`config.mk`:
```
export PLATFORM = sky130hd
export DESIGN_NAME = sscb_bank
export DESIGN_NICKNAME = d
export VERILOG_FILES = /design/src/rtl/sscb_pkg.sv /design/src/rtl/sscb_bank.sv
export VERILOG_INCLUDE_DIRS = /design/src /design/src/rtl
export SDC_FILE = /design/constraint.sdc
export NUM_CORES = 1
export LEC_CHECK = 0
export BUFFER_PORTS_ARGS = -buffer_cell sky130_fd_sc_hd__buf_2
export CAP_MARGIN = 25
export CORE_MARGIN = 3
export CORE_UTILIZATION = 43
export DETAILED_ROUTE_END_ITERATION = 10
export GPL_ROUTABILITY_DRIVEN = 0
export PLACE_DENSITY = 0.72
export SLEW_MARGIN = 20
export SYNTH_ARGS = -nofsm -noshare
export SYNTH_HDL_FRONTEND = slang
export SYNTH_SLANG_ARGS = --single-unit
```
`constraint.sdc`:
```
create_clock -name core_clk -period 2.66 [get_ports core_clk]
set_input_delay 0.133 -clock core_clk [delete_from_list [all_inputs] [get_ports core_clk]]
set_output_delay 0.133 -clock core_clk [all_outputs]
set_load 0.02 [all_outputs]
```
`src/rtl/sscb_map.svh`:
```
// register offsets, field positions, reset values and timing counts of the safety control bits
// What this block does
// - writing one to a self-test over/undervoltage flag clears that flag
// - writing one to the self-test run bit launches an on-demand analog self-test
// - writing one to a fail-safe cause flag clears that flag
// - thermal monitor enable at zero blocks thermal interrupt and shutdown detection
// - watchdog input event type zero gives soft reset, one gives hard reset
// - input overvoltage lockout enable at zero disables that monitor entirely
// - input overvoltage shutdown bit at zero leaves only the interrupt
// - watchdog enable at zero disables the watchdog counter
// - standby watchdog enable at zero stops the counter in standby
// - standby input monitor bit at zero ignores the watchdog input pin in standby
// - secure-write enable at zero turns off the secure-write handshake
// - each regulator monitor enable at zero disables its over/undervoltage monitoring
// - secure writes apply only when returned code equals generated code; both clear
// - pending secure write is abandoned 10 ms after the code is generated
`ifndef SSCB_MAP_SVH
`define SSCB_MAP_SVH
`define SSCB_OFS_ST_UV_A 8'h00
`define SSCB_OFS_ST_UV_B 8'h01
`define SSCB_OFS_ST_OV_A 8'h02
`define SSCB_OFS_ST_OV_B 8'h03
`define SSCB_OFS_ST_RUN 8'h04
`define SSCB_OFS_FS_FLAGS 8'h05
`define SSCB_OFS_CTRL_ONE 8'h06
`define SSCB_OFS_VMON_A 8'h07
`define SSCB_OFS_VMON_B 8'h08
`define SSCB_OFS_GEN_CODE 8'h09
`define SSCB_OFS_RET_CODE 8'h0A
`define SSCB_BIT_THERM_EN 0
`define SSCB_BIT_WDI_TYPE 1
`define SSCB_BIT_OVLO_EN 2
`define SSCB_BIT_OVLO_SDWN 3
`define SSCB_BIT_WDOG_COUNTER_ENABLE 4
`define SSCB_BIT_WD_STBY 5
`define SSCB_BIT_WDI_STBY 6
`define SSCB_BIT_SECURE_EN 7
`define SSCB_BIT_ST_RUN 0
`define SSCB_RST_CTRL_ONE 8'hDD
`define SSCB_RST_VMON_A 8'h1F
`define SSCB_RST_VMON_B 8'h03
`define SSCB_RST_LFSR 8'h01
`define SSCB_UNLOCK_TIMEOUT_MS 10
`define SSCB_CLK_MHZ 100
`define SSCB_UNLOCK_TIMEOUT_CYC (`SSCB_UNLOCK_TIMEOUT_MS * 1000 * `SSCB_CLK_MHZ)
`endif

```
`src/rtl/sscb_pkg.sv`:
```
// types shared by the safety control bit bank
package sscb_pkg;
    typedef struct packed {
        logic wr;
        logic [7:0] addr;
        logic [7:0] wdata;
    } sscb_req_type;

    typedef enum logic {
        SSCB_IDLE,
        SSCB_WAIT_CHECK
    } sscb_state_type;
endpackage

```
`src/rtl/sscb_bank.sv`:
```
// safety control and status bits with secure-write unlock
`include "sscb_map.svh"
module sscb_bank
    import sscb_pkg::*;
#(
    parameter int TIMEOUT_CYCLES = `SSCB_UNLOCK_TIMEOUT_CYC,
    parameter int TIMER_W = 20
) (
    input wire logic core_clk,
    input wire logic sys_rst,
    input wire logic clk_en,
    input wire sscb_req_type reg_req,
    input wire logic [7:0] reg_rd_addr,
    output logic [7:0] reg_rdata,
    input wire logic [6:0] selftest_ov_set,
    input wire logic [6:0] selftest_uv_set,
    input wire logic [4:0] failsafe_set,
    input wire logic thermal_alarm_pin,
    input wire logic vin_overvolt_pin,
    input wire logic wdog_input_pin,
    input wire logic standby_mode,
    output logic selftest_start,
    output logic thermal_event,
    output logic input_overvolt_irq,
    output logic input_overvolt_shutdown,
    output logic wdog_counter_run,
    output logic wdog_soft_reset,
    output logic wdog_hard_reset,
    output logic [6:0] regulator_monitor_enable,
    output logic secure_pending
);
    generate
        if (TIMEOUT_CYCLES < 1 || TIMEOUT_CYCLES >= (1 << TIMER_W)) begin : g_bad_timeout
            $error("timeout count does not fit the timer");
        end
    endgenerate

    localparam logic [TIMER_W-1:0] TIMEOUT_LAST = TIMER_W'(TIMEOUT_CYCLES - 1);

    // register state
    logic [4:0] st_uv_a_ff;
    logic [1:0] st_uv_b_ff;
    logic [4:0] st_ov_a_ff;
    logic [1:0] st_ov_b_ff;
    logic [4:0] fs_flags_ff;
    logic [7:0] ctrl_one_ff;
    logic [4:0] vmon_a_ff;
    logic [1:0] vmon_b_ff;
    logic selftest_start_ff;
    logic [7:0] reg_rdata_ff;

    // unlock state
    sscb_state_type state_ff;
    sscb_state_type nxt_state;
    logic [7:0] lfsr_ff;
    logic [7:0] gen_code_ff;
    logic [7:0] nxt_gen_code;
    logic [7:0] pend_addr_ff;
    logic [7:0] pend_data_ff;
    logic [TIMER_W-1:0] timer_ff;
    logic [TIMER_W-1:0] nxt_timer;

    // pin synchronisers: stage one feeds only stage two
    logic [2:0] pin_meta_ff;
    logic [2:0] pin_sync_ff;

    always_ff @(posedge core_clk) begin
        if (sys_rst) begin
            pin_meta_ff <= 3'h0;
            pin_sync_ff <= 3'h0;
        end else if (clk_en) begin
            pin_meta_ff <= {wdog_input_pin, vin_overvolt_pin, thermal_alarm_pin};
            pin_sync_ff <= pin_meta_ff;
        end
    end

    wire thermal_sync = pin_sync_ff[0];
    wire vin_ov_sync = pin_sync_ff[1];
    wire wdi_sync = pin_sync_ff[2];

    // write path decode
    wire secure_en = ctrl_one_ff[`SSCB_BIT_SECURE_EN];
    wire req_secure = reg_req.wr && (reg_req.addr <= `SSCB_OFS_VMON_B);
    wire req_check = reg_req.wr && (reg_req.addr == `SSCB_OFS_RET_CODE);
    wire waiting = (state_ff == SSCB_WAIT_CHECK);
    wire code_match = waiting && req_check && (reg_req.wdata == gen_code_ff);
    wire direct_apply = req_secure && !secure_en;
    wire start_pending = req_secure && secure_en;
    wire timed_out = waiting && !reg_req.wr && (timer_ff == TIMEOUT_LAST);
    wire apply_en = code_match || direct_apply;
    wire [7:0] apply_addr = code_match ? pend_addr_ff : reg_req.addr;
    wire [7:0] apply_data = code_match ? pend_data_ff : reg_req.wdata;

    wire wr_uv_a = apply_en && (apply_addr == `SSCB_OFS_ST_UV_A);
    wire wr_uv_b = apply_en && (apply_addr == `SSCB_OFS_ST_UV_B);
    wire wr_ov_a = apply_en && (apply_addr == `SSCB_OFS_ST_OV_A);
    wire wr_ov_b = apply_en && (apply_addr == `SSCB_OFS_ST_OV_B);
    wire wr_run = apply_en && (apply_addr == `SSCB_OFS_ST_RUN);
    wire wr_fs = apply_en && (apply_addr == `SSCB_OFS_FS_FLAGS);
    wire wr_ctrl = apply_en && (apply_addr == `SSCB_OFS_CTRL_ONE);
    wire wr_vmon_a = apply_en && (apply_addr == `SSCB_OFS_VMON_A);
    wire wr_vmon_b = apply_en && (apply_addr == `SSCB_OFS_VMON_B);

    // a zero bit in the data clears nothing, and a new event beats a clear
    wire [4:0] clr_uv_a = wr_uv_a ? apply_data[4:0] : 5'h00;
    wire [1:0] clr_uv_b = wr_uv_b ? apply_data[1:0] : 2'h0;
    wire [4:0] clr_ov_a = wr_ov_a ? apply_data[4:0] : 5'h00;
    wire [1:0] clr_ov_b = wr_ov_b ? apply_data[1:0] : 2'h0;
    wire [4:0] clr_fs = wr_fs ? apply_data[4:0] : 5'h00;
    wire [4:0] nxt_st_uv_a = (st_uv_a_ff & ~clr_uv_a) | selftest_uv_set[4:0];
    wire [1:0] nxt_st_uv_b = (st_uv_b_ff & ~clr_uv_b) | selftest_uv_set[6:5];
    wire [4:0] nxt_st_ov_a = (st_ov_a_ff & ~clr_ov_a) | selftest_ov_set[4:0];
    wire [1:0] nxt_st_ov_b = (st_ov_b_ff & ~clr_ov_b) | selftest_ov_set[6:5];
    wire [4:0] nxt_fs_flags = (fs_flags_ff & ~clr_fs) | failsafe_set;
    wire nxt_selftest_start = wr_run && apply_data[`SSCB_BIT_ST_RUN];

    always_ff @(posedge core_clk) begin
        if (sys_rst) begin
            st_uv_a_ff <= 5'h00;
            st_uv_b_ff <= 2'h0;
            st_ov_a_ff <= 5'h00;
            st_ov_b_ff <= 2'h0;
            fs_flags_ff <= 5'h00;
            selftest_start_ff <= 1'b0;
        end else if (clk_en) begin
            st_uv_a_ff <= nxt_st_uv_a;
            st_uv_b_ff <= nxt_st_uv_b;
            st_ov_a_ff <= nxt_st_ov_a;
            st_ov_b_ff <= nxt_st_ov_b;
            fs_flags_ff <= nxt_fs_flags;
            selftest_start_ff <= nxt_selftest_start;
        end
    end

    always_ff @(posedge core_clk) begin
        if (sys_rst) begin
            ctrl_one_ff <= `SSCB_RST_CTRL_ONE;
            vmon_a_ff <= 5'(`SSCB_RST_VMON_A);
            vmon_b_ff <= 2'(`SSCB_RST_VMON_B);
        end else if (clk_en) begin
            if (wr_ctrl) begin
                ctrl_one_ff <= apply_data;
            end
            if (wr_vmon_a) begin
                vmon_a_ff <= apply_data[4:0];
            end
            if (wr_vmon_b) begin
                vmon_b_ff <= apply_data[1:0];
            end
        end
    end

    // unlock sequencer; any other write during the wait cancels the pending one
    always_comb begin
        nxt_state = state_ff;
        nxt_gen_code = gen_code_ff;
        nxt_timer = timer_ff;
        case (state_ff)
            SSCB_IDLE: begin
                if (start_pending) begin
                    nxt_state = SSCB_WAIT_CHECK;
                    nxt_gen_code = lfsr_ff;
                    nxt_timer = '0;
                end
            end
            SSCB_WAIT_CHECK: begin
                nxt_timer = timer_ff + 1'b1;
                if (start_pending) begin
                    nxt_gen_code = lfsr_ff;
                    nxt_timer = '0;
                end else if (reg_req.wr || timed_out) begin
                    nxt_state = SSCB_IDLE;
                    nxt_gen_code = 8'h00;
                    nxt_timer = '0;
                end
            end
            default: begin
                nxt_state = SSCB_IDLE;
            end
        endcase
    end

    // free-running code source; never zero so a cleared code never matches by accident
    wire lfsr_fb = lfsr_ff[7] ^ lfsr_ff[5] ^ lfsr_ff[4] ^ lfsr_ff[3];

    always_ff @(posedge core_clk) begin
        if (sys_rst) begin
            state_ff <= SSCB_IDLE;
            gen_code_ff <= 8'h00;
            timer_ff <= '0;
            lfsr_ff <= `SSCB_RST_LFSR;
            pend_addr_ff <= 8'h00;
            pend_data_ff <= 8'h00;
        end else if (clk_en) begin
            state_ff <= nxt_state;
            gen_code_ff <= nxt_gen_code;
            timer_ff <= nxt_timer;
            lfsr_ff <= {lfsr_ff[6:0], lfsr_fb};
            if (start_pending) begin
                pend_addr_ff <= reg_req.addr;
                pend_data_ff <= reg_req.wdata;
            end
        end
    end

    // read path, registered one cycle behind the address
    wire [7:0] rd_mux =
        (reg_rd_addr == `SSCB_OFS_ST_UV_A) ? {3'h0, st_uv_a_ff} :
        (reg_rd_addr == `SSCB_OFS_ST_UV_B) ? {6'h00, st_uv_b_ff} :
        (reg_rd_addr == `SSCB_OFS_ST_OV_A) ? {3'h0, st_ov_a_ff} :
        (reg_rd_addr == `SSCB_OFS_ST_OV_B) ? {6'h00, st_ov_b_ff} :
        (reg_rd_addr == `SSCB_OFS_FS_FLAGS) ? {3'h0, fs_flags_ff} :
        (reg_rd_addr == `SSCB_OFS_CTRL_ONE) ? ctrl_one_ff :
        (reg_rd_addr == `SSCB_OFS_VMON_A) ? {3'h0, vmon_a_ff} :
        (reg_rd_addr == `SSCB_OFS_VMON_B) ? {6'h00, vmon_b_ff} :
        (reg_rd_addr == `SSCB_OFS_GEN_CODE) ? gen_code_ff :
        8'h00;

    always_ff @(posedge core_clk) begin
        if (sys_rst) begin
            reg_rdata_ff <= 8'h00;
        end else if (clk_en) begin
            reg_rdata_ff <= rd_mux;
        end
    end

    // control outputs
    wire therm_en = ctrl_one_ff[`SSCB_BIT_THERM_EN];
    wire ovlo_en = ctrl_one_ff[`SSCB_BIT_OVLO_EN];
    wire ovlo_sdwn = ctrl_one_ff[`SSCB_BIT_OVLO_SDWN];
    wire wdog_counter_enable = ctrl_one_ff[`SSCB_BIT_WDOG_COUNTER_ENABLE];
    wire wd_stby = ctrl_one_ff[`SSCB_BIT_WD_STBY];
    wire wdi_stby = ctrl_one_ff[`SSCB_BIT_WDI_STBY];
    wire wdi_hard = ctrl_one_ff[`SSCB_BIT_WDI_TYPE];
    wire wdi_watch = wdi_sync && (!standby_mode || wdi_stby);

    assign reg_rdata = reg_rdata_ff;
    assign selftest_start = selftest_start_ff;
    assign thermal_event = thermal_sync && therm_en;
    assign input_overvolt_irq = vin_ov_sync && ovlo_en;
    assign input_overvolt_shutdown = vin_ov_sync && ovlo_en && ovlo_sdwn;
    assign wdog_counter_run = wdog_counter_enable && (!standby_mode || wd_stby);
    assign wdog_soft_reset = wdi_watch && !wdi_hard;
    assign wdog_hard_reset = wdi_watch && wdi_hard;
    assign regulator_monitor_enable = {vmon_b_ff, vmon_a_ff};
    assign secure_pending = waiting;
endmodule

```
; ---- After elaboration in Yosys (flattened, before gate mapping)
; Index checks and enable logic that the tools add are counted.
[totals]
input_bits = 51
reg_bits = 102
output_inout_bits = 23
[op_classes]
n_lt_le_gt_ge = 1
n_reduce_logical = 41
eq_ne = 21
n_bitwise = 19
muxes = 28
n_addsub = 1
[ops]
columns = op, count
row1 = $mux 8, 14
row2 = $mux 20, 3
row3 = $eq 8x3->1 const B, 7
row4 = $pmux 20 s2, 1
row5 = $eq 8x2->1 const B, 4
row6 = $eq 8x4->1 const B, 4
row7 = $logic_and 1x1->1, 25
row8 = $add 20x1->20 const B, 1
row9 = $eq 20x20->1 const B, 1
row10 = $eq 8x1->1 const B, 2
row11 = $logic_not 8->1, 2
row12 = $pmux 8 s2, 1
row13 = $and 5x5->5, 3
row14 = $mux 5, 3
row15 = $not 5->5, 3
row16 = $or 5x5->5, 3
row17 = $reduce_and 2->1, 5
row18 = $eq 8x8->1, 1
row19 = $le 8x4->1 const B, 1
row20 = $and 2x2->2, 2
row21 = $logic_not 1->1, 4
row22 = $logic_or 1x1->1, 4
row23 = $mux 2, 2
row24 = $not 2->2, 2
row25 = other kinds (8), 13

; ---- Logic depth before layout (Yosys ltp)
; Gate-level depths: netlist of the first run.
[logic_depth]
depth_word = 11
ltp_mapped = 8
ltp_nobuf = 6

; ---- Least setup slack after synthesis of the first run
; No wires, ideal clock.
[synth_timing]
path_kind = input to register
startpoint = input port reg_req[13] (netlist bit)
endpoint = register vmon_a_ff[1]
setup_slack_ns = 0.016
t_required_ns = 2.533
path_buffers = 1
stages = 7
arrival_time_ns = 2.518
setup_ns = 0.127
path_cell_list = or4b_4 or4_4 o41ai_4 a21boi_4 or3b_1 buf_6 mux2i_1
[synth_via]
elab_chain_len = 8
[synth_rtl]
columns = item, line
row1 = start: declaration, sscb_bank.sv:12  ; input wire sscb_req_type reg_req,
row2 = $eq 8x4->1 (no line), --
row3 = $logic_and 1x1->1, sscb_bank.sv:84  ; wire req_check = reg_req.wr && (reg_req.addr == `SSCB_OFS_RET_CODE);
row4 = $logic_and 1x1->1 (2 in a row), sscb_bank.sv:86  ; wire code_match = waiting && req_check && (reg_req.wdata == gen_code_ff);
row5 = $mux 8, sscb_bank.sv:91  ; wire [7:0] apply_addr = code_match ? pend_addr_ff : reg_req.addr;
row6 = $eq 8x3->1 (no line), --
row7 = $logic_and 1x1->1, sscb_bank.sv:101  ; wire wr_vmon_a = apply_en && (apply_addr == `SSCB_OFS_VMON_A);
row8 = $reduce_and 2->1 (no line), --
row9 = end signal: assignment, sscb_bank.sv:138  ; vmon_a_ff <= 5'(`SSCB_RST_VMON_A);
row10 = end signal: assignment, sscb_bank.sv:145  ; vmon_a_ff <= apply_data[4:0];
row11 = end: declaration, sscb_bank.sv:47  ; logic [4:0] vmon_a_ff;
; Several ways; a longest one is shown, not always the timed one.
; A chain may end at the register's enable or synchronous reset.

; ---- Worst setup path in the final report of the first run
[layout_timing]
startpoint = input port reg_req[13] (netlist bit)
endpoint = register vmon_a_ff[0]
; Same word-level chain as after synthesis.

==> results of run 1 <==
## cell type report
class / instances / area, um2 / share of cell area (%)
clock buffer: 10 / 239 / 4.12
multi-input combinational: 427 / 2700 / 46.5
clock inverter: 5 / 35.0 / 0.604
inverter: 10 / 37.5 / 0.647
timing repair buffer: 99 / 573 / 9.88
tap: 140 / 175 / 3.02
sequential: 102 / 2040 / 35.2
## through the flow
| stage | total power (uW) | util [%] |
|---|---|---|
| after floorplan | 1790 | - |
| after global placement | 1890 | 50.3 |
| after detailed placement | 1910 | 50.3 |
| after CTS | 3140 | 52.8 |
| after global routing | 3210 | 52.8 |
| final | 3100 | 52.8 |
## worst max path at each step
stage,endpoint,depth (start not counted),slack [ns]
CTS,vmon_a_ff[0]$_SDFFE_PP1P_,7,0.24
floorplan,vmon_a_ff[1]$_SDFFE_PP1P_,7,0.02
finish,vmon_a_ff[0]$_SDFFE_PP1P_,7,0.23
detailed placement,vmon_a_ff[1]$_SDFFE_PP1P_,7,-0.14
global placement,vmon_a_ff[1]$_SDFFE_PP1P_,7,-0.09
global route,ctrl_one_ff[4]$_SDFFE_PP1P_,7,0.14
## sequential cells by signal (all words and copies together) (netlist names)
| name | count |
|---|---|
| ctrl_one_ff | 8 |
| fs_flags_ff | 5 |
| gen_code_ff | 8 |
| lfsr_ff | 8 |
| pend_addr_ff | 8 |
| pend_data_ff | 8 |
| pin_meta_ff | 3 |
| pin_sync_ff | 3 |
| reg_rdata | 8 |
| secure_pending | 1 |
| selftest_start | 1 |
| st_ov_a_ff | 5 |
| st_ov_b_ff | 2 |
| st_uv_a_ff | 5 |
| st_uv_b_ff | 2 |
| timer_ff | 20 |
| vmon_a_ff | 5 |
| vmon_b_ff | 2 |
## routing by layer
metal	up-vias	share of wire [%]	GRT usage, %	wire (um)
met5	-	0	0	0
met4	0	2.2	8.57	286
met3	23	5.2	4.06	696
met2	121	50	35.9	6630
met1	2195	43	25.9	5680
li1	2205	-	-	-
## where the power goes
part | leakage (uW) | total [uW] | internal, uW | switching [uW]
registers | 0.000829 | 1580 | 1560 | 19.2
logic | 0.00136 | 297 | 121 | 176
clock network | 0.000135 | 1230 | 656 | 571
## placed cells by master, fill, tap and decap left out, drive strengths merged, types with 7 or more instances in the layout
master,synthesis,final
o31a,15,15
and2,7,7
nand2,52,52
nor2,92,92
nand3,17,17
clkbuf,23,10
nor3,13,13
buf,9,99
and3,11,11
inv,10,11
o21ai,10,10
xnor2,23,23
mux2i,37,37
a21oi,44,44
dfxtp,102,102
a32oi,8,8
## kinds of logic (layout without fill, tap and decap cells)
family,Yosys count,count (layout)
and+or+nand+nor,232,232
AOI/OAI and AO/OA,126,126
DFF,102,102
buffers and inverters,43,124
muxes,39,39
xor gates and xnor gates,29,29
adders and majority gates,1,1
==> key figures, run 1 <==
Logic synthesis
  – Mapped Cells: 572
  – Mux contribution to synthesized area: 8.23%
  – Number of synthesized flops with an enable pin: 0
  – Most frequent cell after synthesis: dfxtp_1
  – Synth Flop Type: dfxtp_1
  – Post-synth ARST share: 0%
  – Cell taking the most area after synthesis: dfxtp_1
  – Distinct cells, synth: 61
  – Synth top area share: 41.6%
  – Simple-gate share of the synthesized area: 22.2%
  – Compound-Gate Fraction of Synth Area: 18.9%
  – Mean post-synth cell area: 8.59 um2
  – Xor/xnor cell area share of the yosys netlist: 5.17%
  – Synthesized cell area: 4910 um2
  – YS warnings: 0
  – Leading cell types by count after synthesis: dfxtp_1 (102), nor2_1 (92), nand2_1 (52)
  – Syn Nets: 624
  – Flops & latches, synth: 102
  – Post-Synth Adder-Cell Area: 0.255%
  – Synth area leaders: dfxtp_1 (42%), mux2i_1 (7.5%), nor2_1 (7.0%)
  – Largest family of logic cells by synthesized area: simple AND/OR/NAND/NOR gates
  – Post-synthesis sequential area ratio: 41.6%

Clock network
  – H-tree levels: 3
  – CTS clk-pin slew, worst paths: 0.07 ns
  – CTS buffer count: 9
  – PostCTS Resize Cnt: 0
  – Sink Count: 102
  – Post-CTS setup buffers: 0
  – Master cell of the clock root buffer: clkbuf_16
  – CTS Buffer Depth: 2
  – Hold_buf cts: 0
  – Latest clock arrival within the worst-skew pair: 0.35 ns
  – TritonCTS clock tree: yes

Power
  – Lkg Pwr: 0.00233 uW
  – Peak VDD IR: 0.468 mV
  – PwrDens: 535 nW/um2

Layout
  – Share of layout cells above drive strength 1: 19.1%
  – Area Overhead vs Synth: 18.1%
  – Layout Nets: 701
  – Fillers: 1,010
  – Post-route cell area: 5800 um2
  – Final Non-Filler Cells: 793
  – ANT cells: 0

Critical path
  – CP max stage cell: or4_4
  – Reg-to-reg critical path startpoint: secure_pending$_SDFFE_PP0P_
  – Worst EP arrival: 2.66 ns
  – Crit path launch type: primary input
  – CP Launch Point: reg_req[13]
  – Crit end category: register
  – Critical path's largest stage delay: 0.55 ns
  – WP buf/inv: 1
  – Reg-to-Reg End: vmon_a_ff[0]$_SDFFE_PP1P_
  – Worst Path Max Fanout: 5
  – Crit Path Category: in2reg
  – Crit-path cells: buf_2, or4b_4, or4_4, o41ai_4, a21boi_4, or3b_1, mux2i_1
  – R2R depth: 6
  – FF-to-FF setup slack: 0.31 ns
  – CP top delay family: simple AND/OR/NAND/NOR gates
  – CP required: 2.89 ns

Min path
  – Cells on Worst Hold Path: 2
  – Hold WC Path Type: in2reg
  – Min-delay src: selftest_uv_set[2]
  – WHS Endpoint: st_uv_a_ff[2]$_SDFFE_PP0P_

Floorplan
  – Core area: 11,000 um2
  – Num rows: 38
  – Ports: 74
  – Initial Utilization: 44.7%
  – Die Width: 113 um
  – Die Area: 12,700 um2
  – Die Ht: 113 um

Placement
  – Placed insts: 778
  – IO Port Bufs: 73
  – Post-Place Worst Slack: -0.140 ns
  – Hpwl dp: 9.95 mm
  – Placed inst area: 5520 um2

Timing
  – Final number of hold-violating endpoints: 0
  – Clk_skew: 0.00669 ns
  – F_max: 411 MHz
  – Hold_ws: 0.0126 ns
  – RSZ-0062 raised after global routing: false
  – Part of the cycle the worst path needs: 91.4%
  – Crit path time final: 2.43 ns
  – Worst slew margin: 52.8%
  – Fin worst setup slack: 0.228 ns
  – Fin. max-slew vios: 0
  – Setup-failing EPs final: 0
  – Final setup TNS: 0 ns
  – Least-Margin Pin Slew: 0.705 ns

Flow run
  – Max_cap viols: 0

Routing
  – Residual DRC count: 0
  – Final wirelength: 13.3 mm
  – Vias: 4,544
  – Starting DRC count in detailed routing: 399
  – Via density: 5.73
  – Drt wl/cell: 16.8 um
  – Drt first pass iters: 5
  – Antenna-violating nets left: 0

Global route
  – First-pass GRT wire length: 21.6 mm
  – Vias in the first global route: 4,369
  – Initial antenna violation count: 0
  – Gr ovfl total: 0
  – GRT Total Usage: 21.0%
  – Largest net degree at the start of global routing: 63

Outcome
  – Status: finished clean
Note: power is estimated with default switching activity, not from simulation.
==> run 2, diff against run 1 <==
- ABC_AREA: not set -> 1
- CAP_MARGIN: 25 -> not set
==> run 2 against run 1 <==
Against the previous run: the run now ends with negative hold slack left; synthesized cell count increased by 48%; largest cell class unchanged; routed wire length rose by 14%; clock-buffer cell count unchanged; global-route usage is 1.2 points higher; clock skew up 0.0041 ns; setup slack improved by 0.33 ns; cell count rose by 40%; critical path type is now reg2reg; non-clock buffer count is the same; maximum frequency up 16%; area after synthesis is 10% higher.
==> key figures, run 2 <==
Layout
  – ANT cells: 0 (unchanged)
  – Final Util: 52.7% (was 52.8%)
  – Commonest non-fill, non-tap cells in the layout: nand2_1 (241), nor2_1 (108), inv_1 (107) (was dfxtp_1 (102), nor2_1 (92), buf_2 (73))
  – Share of layout cells above drive strength 1: 14.6% (was 19.1%)
  – Area Overhead vs Synth: 18.4% (was 18.1%)
  – Fillers: 1,234 (was 1,010)
  – Most common cell after layout, fill and taps aside: nand2_1 (was dfxtp_1)
  – Post-route cell area: 6400 um2 (was 5800 um2)
  – Top reg by flops: timer_ff (unchanged)
  – Layout Nets: 989 (was 701)
  – Max reg flops: 20 (unchanged)

Floorplan
  – Die Ht: 118 um (was 113 um)
  – Num rows: 40 (was 38)
  – Core area: 12,200 um2 (was 11,000 um2)
  – Die Area: 14,000 um2 (was 12,700 um2)
  – Die Width: 118 um (was 113 um)
  – Initial Utilization: 44.5% (was 44.7%)
  – Ports: 74 (unchanged)

Global route
  – Initial antenna violation count: 0 (unchanged)
  – Vias in the first global route: 5,209 (was 4,369)
  – Largest net degree at the start of global routing: 32 (was 63)
  – First-pass GRT wire length: 25.1 mm (was 21.6 mm)
  – Gr ovfl total: 0 (unchanged)
  – GRT Total Usage: 22.2% (was 21.0%)

Routing
  – Final wirelength: 15.1 mm (was 13.3 mm)
  – Antenna-violating nets left: 0 (unchanged)
  – Via density: 5.00 (was 5.73)
  – Drt first pass iters: 6 (was 5)
  – Met2 wire len: 6.73 mm (was 6.63 mm)
  – Starting DRC count in detailed routing: 506 (was 399)
  – Met3 routed WL: 1.13 mm (was 696 um)
  – Residual DRC count: 0 (unchanged)
  – Drt wl/cell: 13.6 um (was 16.8 um)
  – Vias: 5,551 (was 4,544)
  – Met1 wire length: 6.89 mm (was 5.68 mm)
  – Highest Signal Layer: met4 (unchanged)

Logic synthesis
  – Xor/xnor cell area share of the yosys netlist: 1.94% (was 5.17%)
  – Mux contribution to synthesized area: 0% (was 8.23%)
  – Distinct cells, synth: 38 (was 61)
  – Number of synthesized flops with an enable pin: 0 (unchanged)
  – Post-synthesis sequential area ratio: 37.8% (was 41.6%)
  – Leading cell types by count after synthesis: nand2_1 (241), nor2_1 (108), inv_1 (107) (was dfxtp_1 (102), nor2_1 (92), nand2_1 (52))
  – Syn Nets: 901 (was 624)
  – Most frequent cell after synthesis: nand2_1 (was dfxtp_1)
  – Synth top area share: 37.8% (was 41.6%)
  – Synthesized cell area: 5410 um2 (was 4910 um2)
  – Post-Synth Adder-Cell Area: 0.231% (was 0.255%)
  – Synth area leaders: dfxtp_1 (38%), nand2_1 (17%), nor2_1 (7.5%) (was dfxtp_1 (42%), mux2i_1 (7.5%), nor2_1 (7.0%))
  – Flops & latches, synth: 102 (unchanged)
  – Largest family of logic cells by synthesized area: simple AND/OR/NAND/NOR gates (unchanged)
  – YS warnings: 0 (unchanged)
  – Cell taking the most area after synthesis: dfxtp_1 (unchanged)
  – Simple-gate share of the synthesized area: 38.1% (was 22.2%)
  – Post-synth ARST share: 0% (unchanged)
  – Mapped Cells: 849 (was 572)
  – Compound-Gate Fraction of Synth Area: 11.8% (was 18.9%)
  – Synth Flop Type: dfxtp_1 (unchanged)
  – Mean post-synth cell area: 6.37 um2 (was 8.59 um2)

Placement
  – IO Port Bufs: 73 (unchanged)
  – Hpwl dp: 11.5 mm (was 9.95 mm)
  – Post-Place Worst Slack: 0.566 ns (was -0.140 ns)
  – Placed inst area: 5950 um2 (was 5520 um2)

Outcome
  – Failing checks: negative hold slack
  – Status: finished, violations left (was finished clean)

Critical path
  – CP max stage cell: dfxtp_1 (was or4_4)
  – CP required: 2.92 ns (was 2.89 ns)
  – Crit Path Category: reg2reg (was in2reg)
  – Critical path's largest stage delay: 0.39 ns (was 0.55 ns)
  – Crit path launch type: register (was primary input)
  – Worst EP arrival: 2.36 ns (was 2.66 ns)
  – Crit-path cells: ha_1, nand2_1, nor2_1, inv_1, nor2_1, nand3_1, nand2_1, o21ai_2, nand2_2, inv_2, and3_1 (was buf_2, or4b_4, or4_4, o41ai_4, a21boi_4, or3b_1, mux2i_1)
  – Crit end category: register (unchanged)
  – Worst Path Max Fanout: 16 (was 5)

Power
  – Peak VDD IR: 0.320 mV (was 0.468 mV)
  – Sequential power share: 50.2% (was 50.9%)
  – Sw Ratio: 26.4% (was 24.7%)
  – Lkg Pwr: 0.00288 uW (was 0.00233 uW)
  – Comb pwr share: 9.8% (was 9.6%)
  – Clock Power Share: 39.9% (was 39.5%)
  – Internal power: 2320 uW (was 2340 uW)
  – Switching Power: 833 uW (was 766 uW)
  – PwrDens: 492 nW/um2 (was 535 nW/um2)

Clock network
  – TritonCTS clock tree: yes (unchanged)
  – CTS Buffer Depth: 2 (unchanged)
  – H-tree levels: 3 (unchanged)
  – CTS buffer count: 9 (unchanged)
  – Master cell of the clock root buffer: clkbuf_16 (unchanged)
  – PostCTS Resize Cnt: 0 (unchanged)
  – Latest clock arrival within the worst-skew pair: 0.36 ns (was 0.35 ns)
  – Sink Count: 102 (unchanged)
  – CTS clk-pin slew, worst paths: 0.07 ns (about the same)

Timing
  – Worst slew margin: 57.8% (was 52.8%)
  – Part of the cycle the worst path needs: 79.1% (was 91.4%)
  – RSZ-0062 raised after global routing: false (unchanged)
  – Final setup TNS: 0 ns (unchanged)
  – Final number of hold-violating endpoints: 1 (was 0)
  – Setup-failing EPs final: 0 (unchanged)
  – F_max: 475 MHz (was 411 MHz)
  – Crit path time final: 2.10 ns (was 2.43 ns)
  – Hold_ws: -0.00232 ns (was 0.0126 ns)
  – Clk_skew: 0.0108 ns (was 0.00669 ns)
  – Fin worst setup slack: 0.555 ns (was 0.228 ns)
  – Least-Margin Pin Slew: 0.629 ns (was 0.705 ns)
  – Fin. max-slew vios: 0 (unchanged)

Min path
  – Hold WC Path Type: in2reg (unchanged)

Flow run
  – Max_cap viols: 0 (unchanged)
==> run 2: kinds of logic after synthesis <==
family / Yosys count
adder cells (fa/ha/maj): 1
AND/OR/NAND/NOR: 477
buffers and inverters: 142
XOR/XNOR: 12
flip-flops: 102
AO/OA/AOI/OAI: 115
==> run 2: per-stage QoR <==
stage | std cells | total power (uW)
floorplan | 849 | 1800
global placement | 1076 | 1900
detailed placement | 1076 | 1910
CTS | 1110 | 3170
global route | 1110 | 3290
finish | 1110 | 3150
==> run 2: final cells by class <==
cell class / count / area, um2 / share of cell area (%)
multi-input cells: 605 / 2820 / 44.0
flip-flops and latches: 102 / 2040 / 31.9
repair buffers: 99 / 606 / 9.46
inverters: 120 / 450 / 7.03
clock buffers: 10 / 229 / 3.58
well taps: 168 / 210 / 3.28
clock inverters: 6 / 46.3 / 0.723
==> run 2: worst paths after layout <==
| check | from | end | slack (ns) | depth (start not counted) |
|---|---|---|---|---|
| setup reg to reg | timer_ff[0]$_SDFFE_PP0P_ | timer_ff[6]$_SDFFE_PP0P_ | 0.56 | 11 |
| setup / recovery | timer_ff[0]$_SDFFE_PP0P_ | timer_ff[6]$_SDFFE_PP0P_ | 0.56 | 11 |
| hold / removal | selftest_uv_set[5] | st_uv_b_ff[0]$_SDFFE_PP0P_ | -0.002 | 3 |
| hold reg to reg | pend_addr_ff[7]$_SDFFE_PP0P_ | pend_addr_ff[7]$_SDFFE_PP0P_ | 0.44 | 2 |
==> run 2: timing repair <==
| action | in CTS | in global routing |
|---|---|---|
| hold buffers | 18 | 0 |
| buffers inserted | 0 | 0 |
| endpoints found under the hold margin | 18 | 0 |
==> run 2: power by group through the flow <==
| stage | combinational (uW) | sequential, uW | clock (uW) |
|---|---|---|---|
| after floorplan | 181 | 1620 | 0 |
| final | 310 | 1580 | 1260 |
| after detailed placement | 287 | 1620 | 0 |
| after global routing | 351 | 1590 | 1350 |
| after CTS | 308 | 1580 | 1280 |
| after global placement | 284 | 1620 | 0 |
==> run 2: critical path, delay by kind of cell, from the launching register on <==
| family | cells | cell delay, ns |
|---|---|---|
| compound gates | 1 | 0.13 |
| buf+inv | 2 | 0.19 |
| simple gates | 7 | 1.09 |
| flops | 1 | 0.39 |
| fa+ha+maj | 1 | 0.21 |
==> run 2: routing by layer <==
metal  vias up  track usage, %
met1      2479            29.7
met5         -               0
li1       2870               -
met4         0            7.11
met2       179            35.3
met3        23            5.50
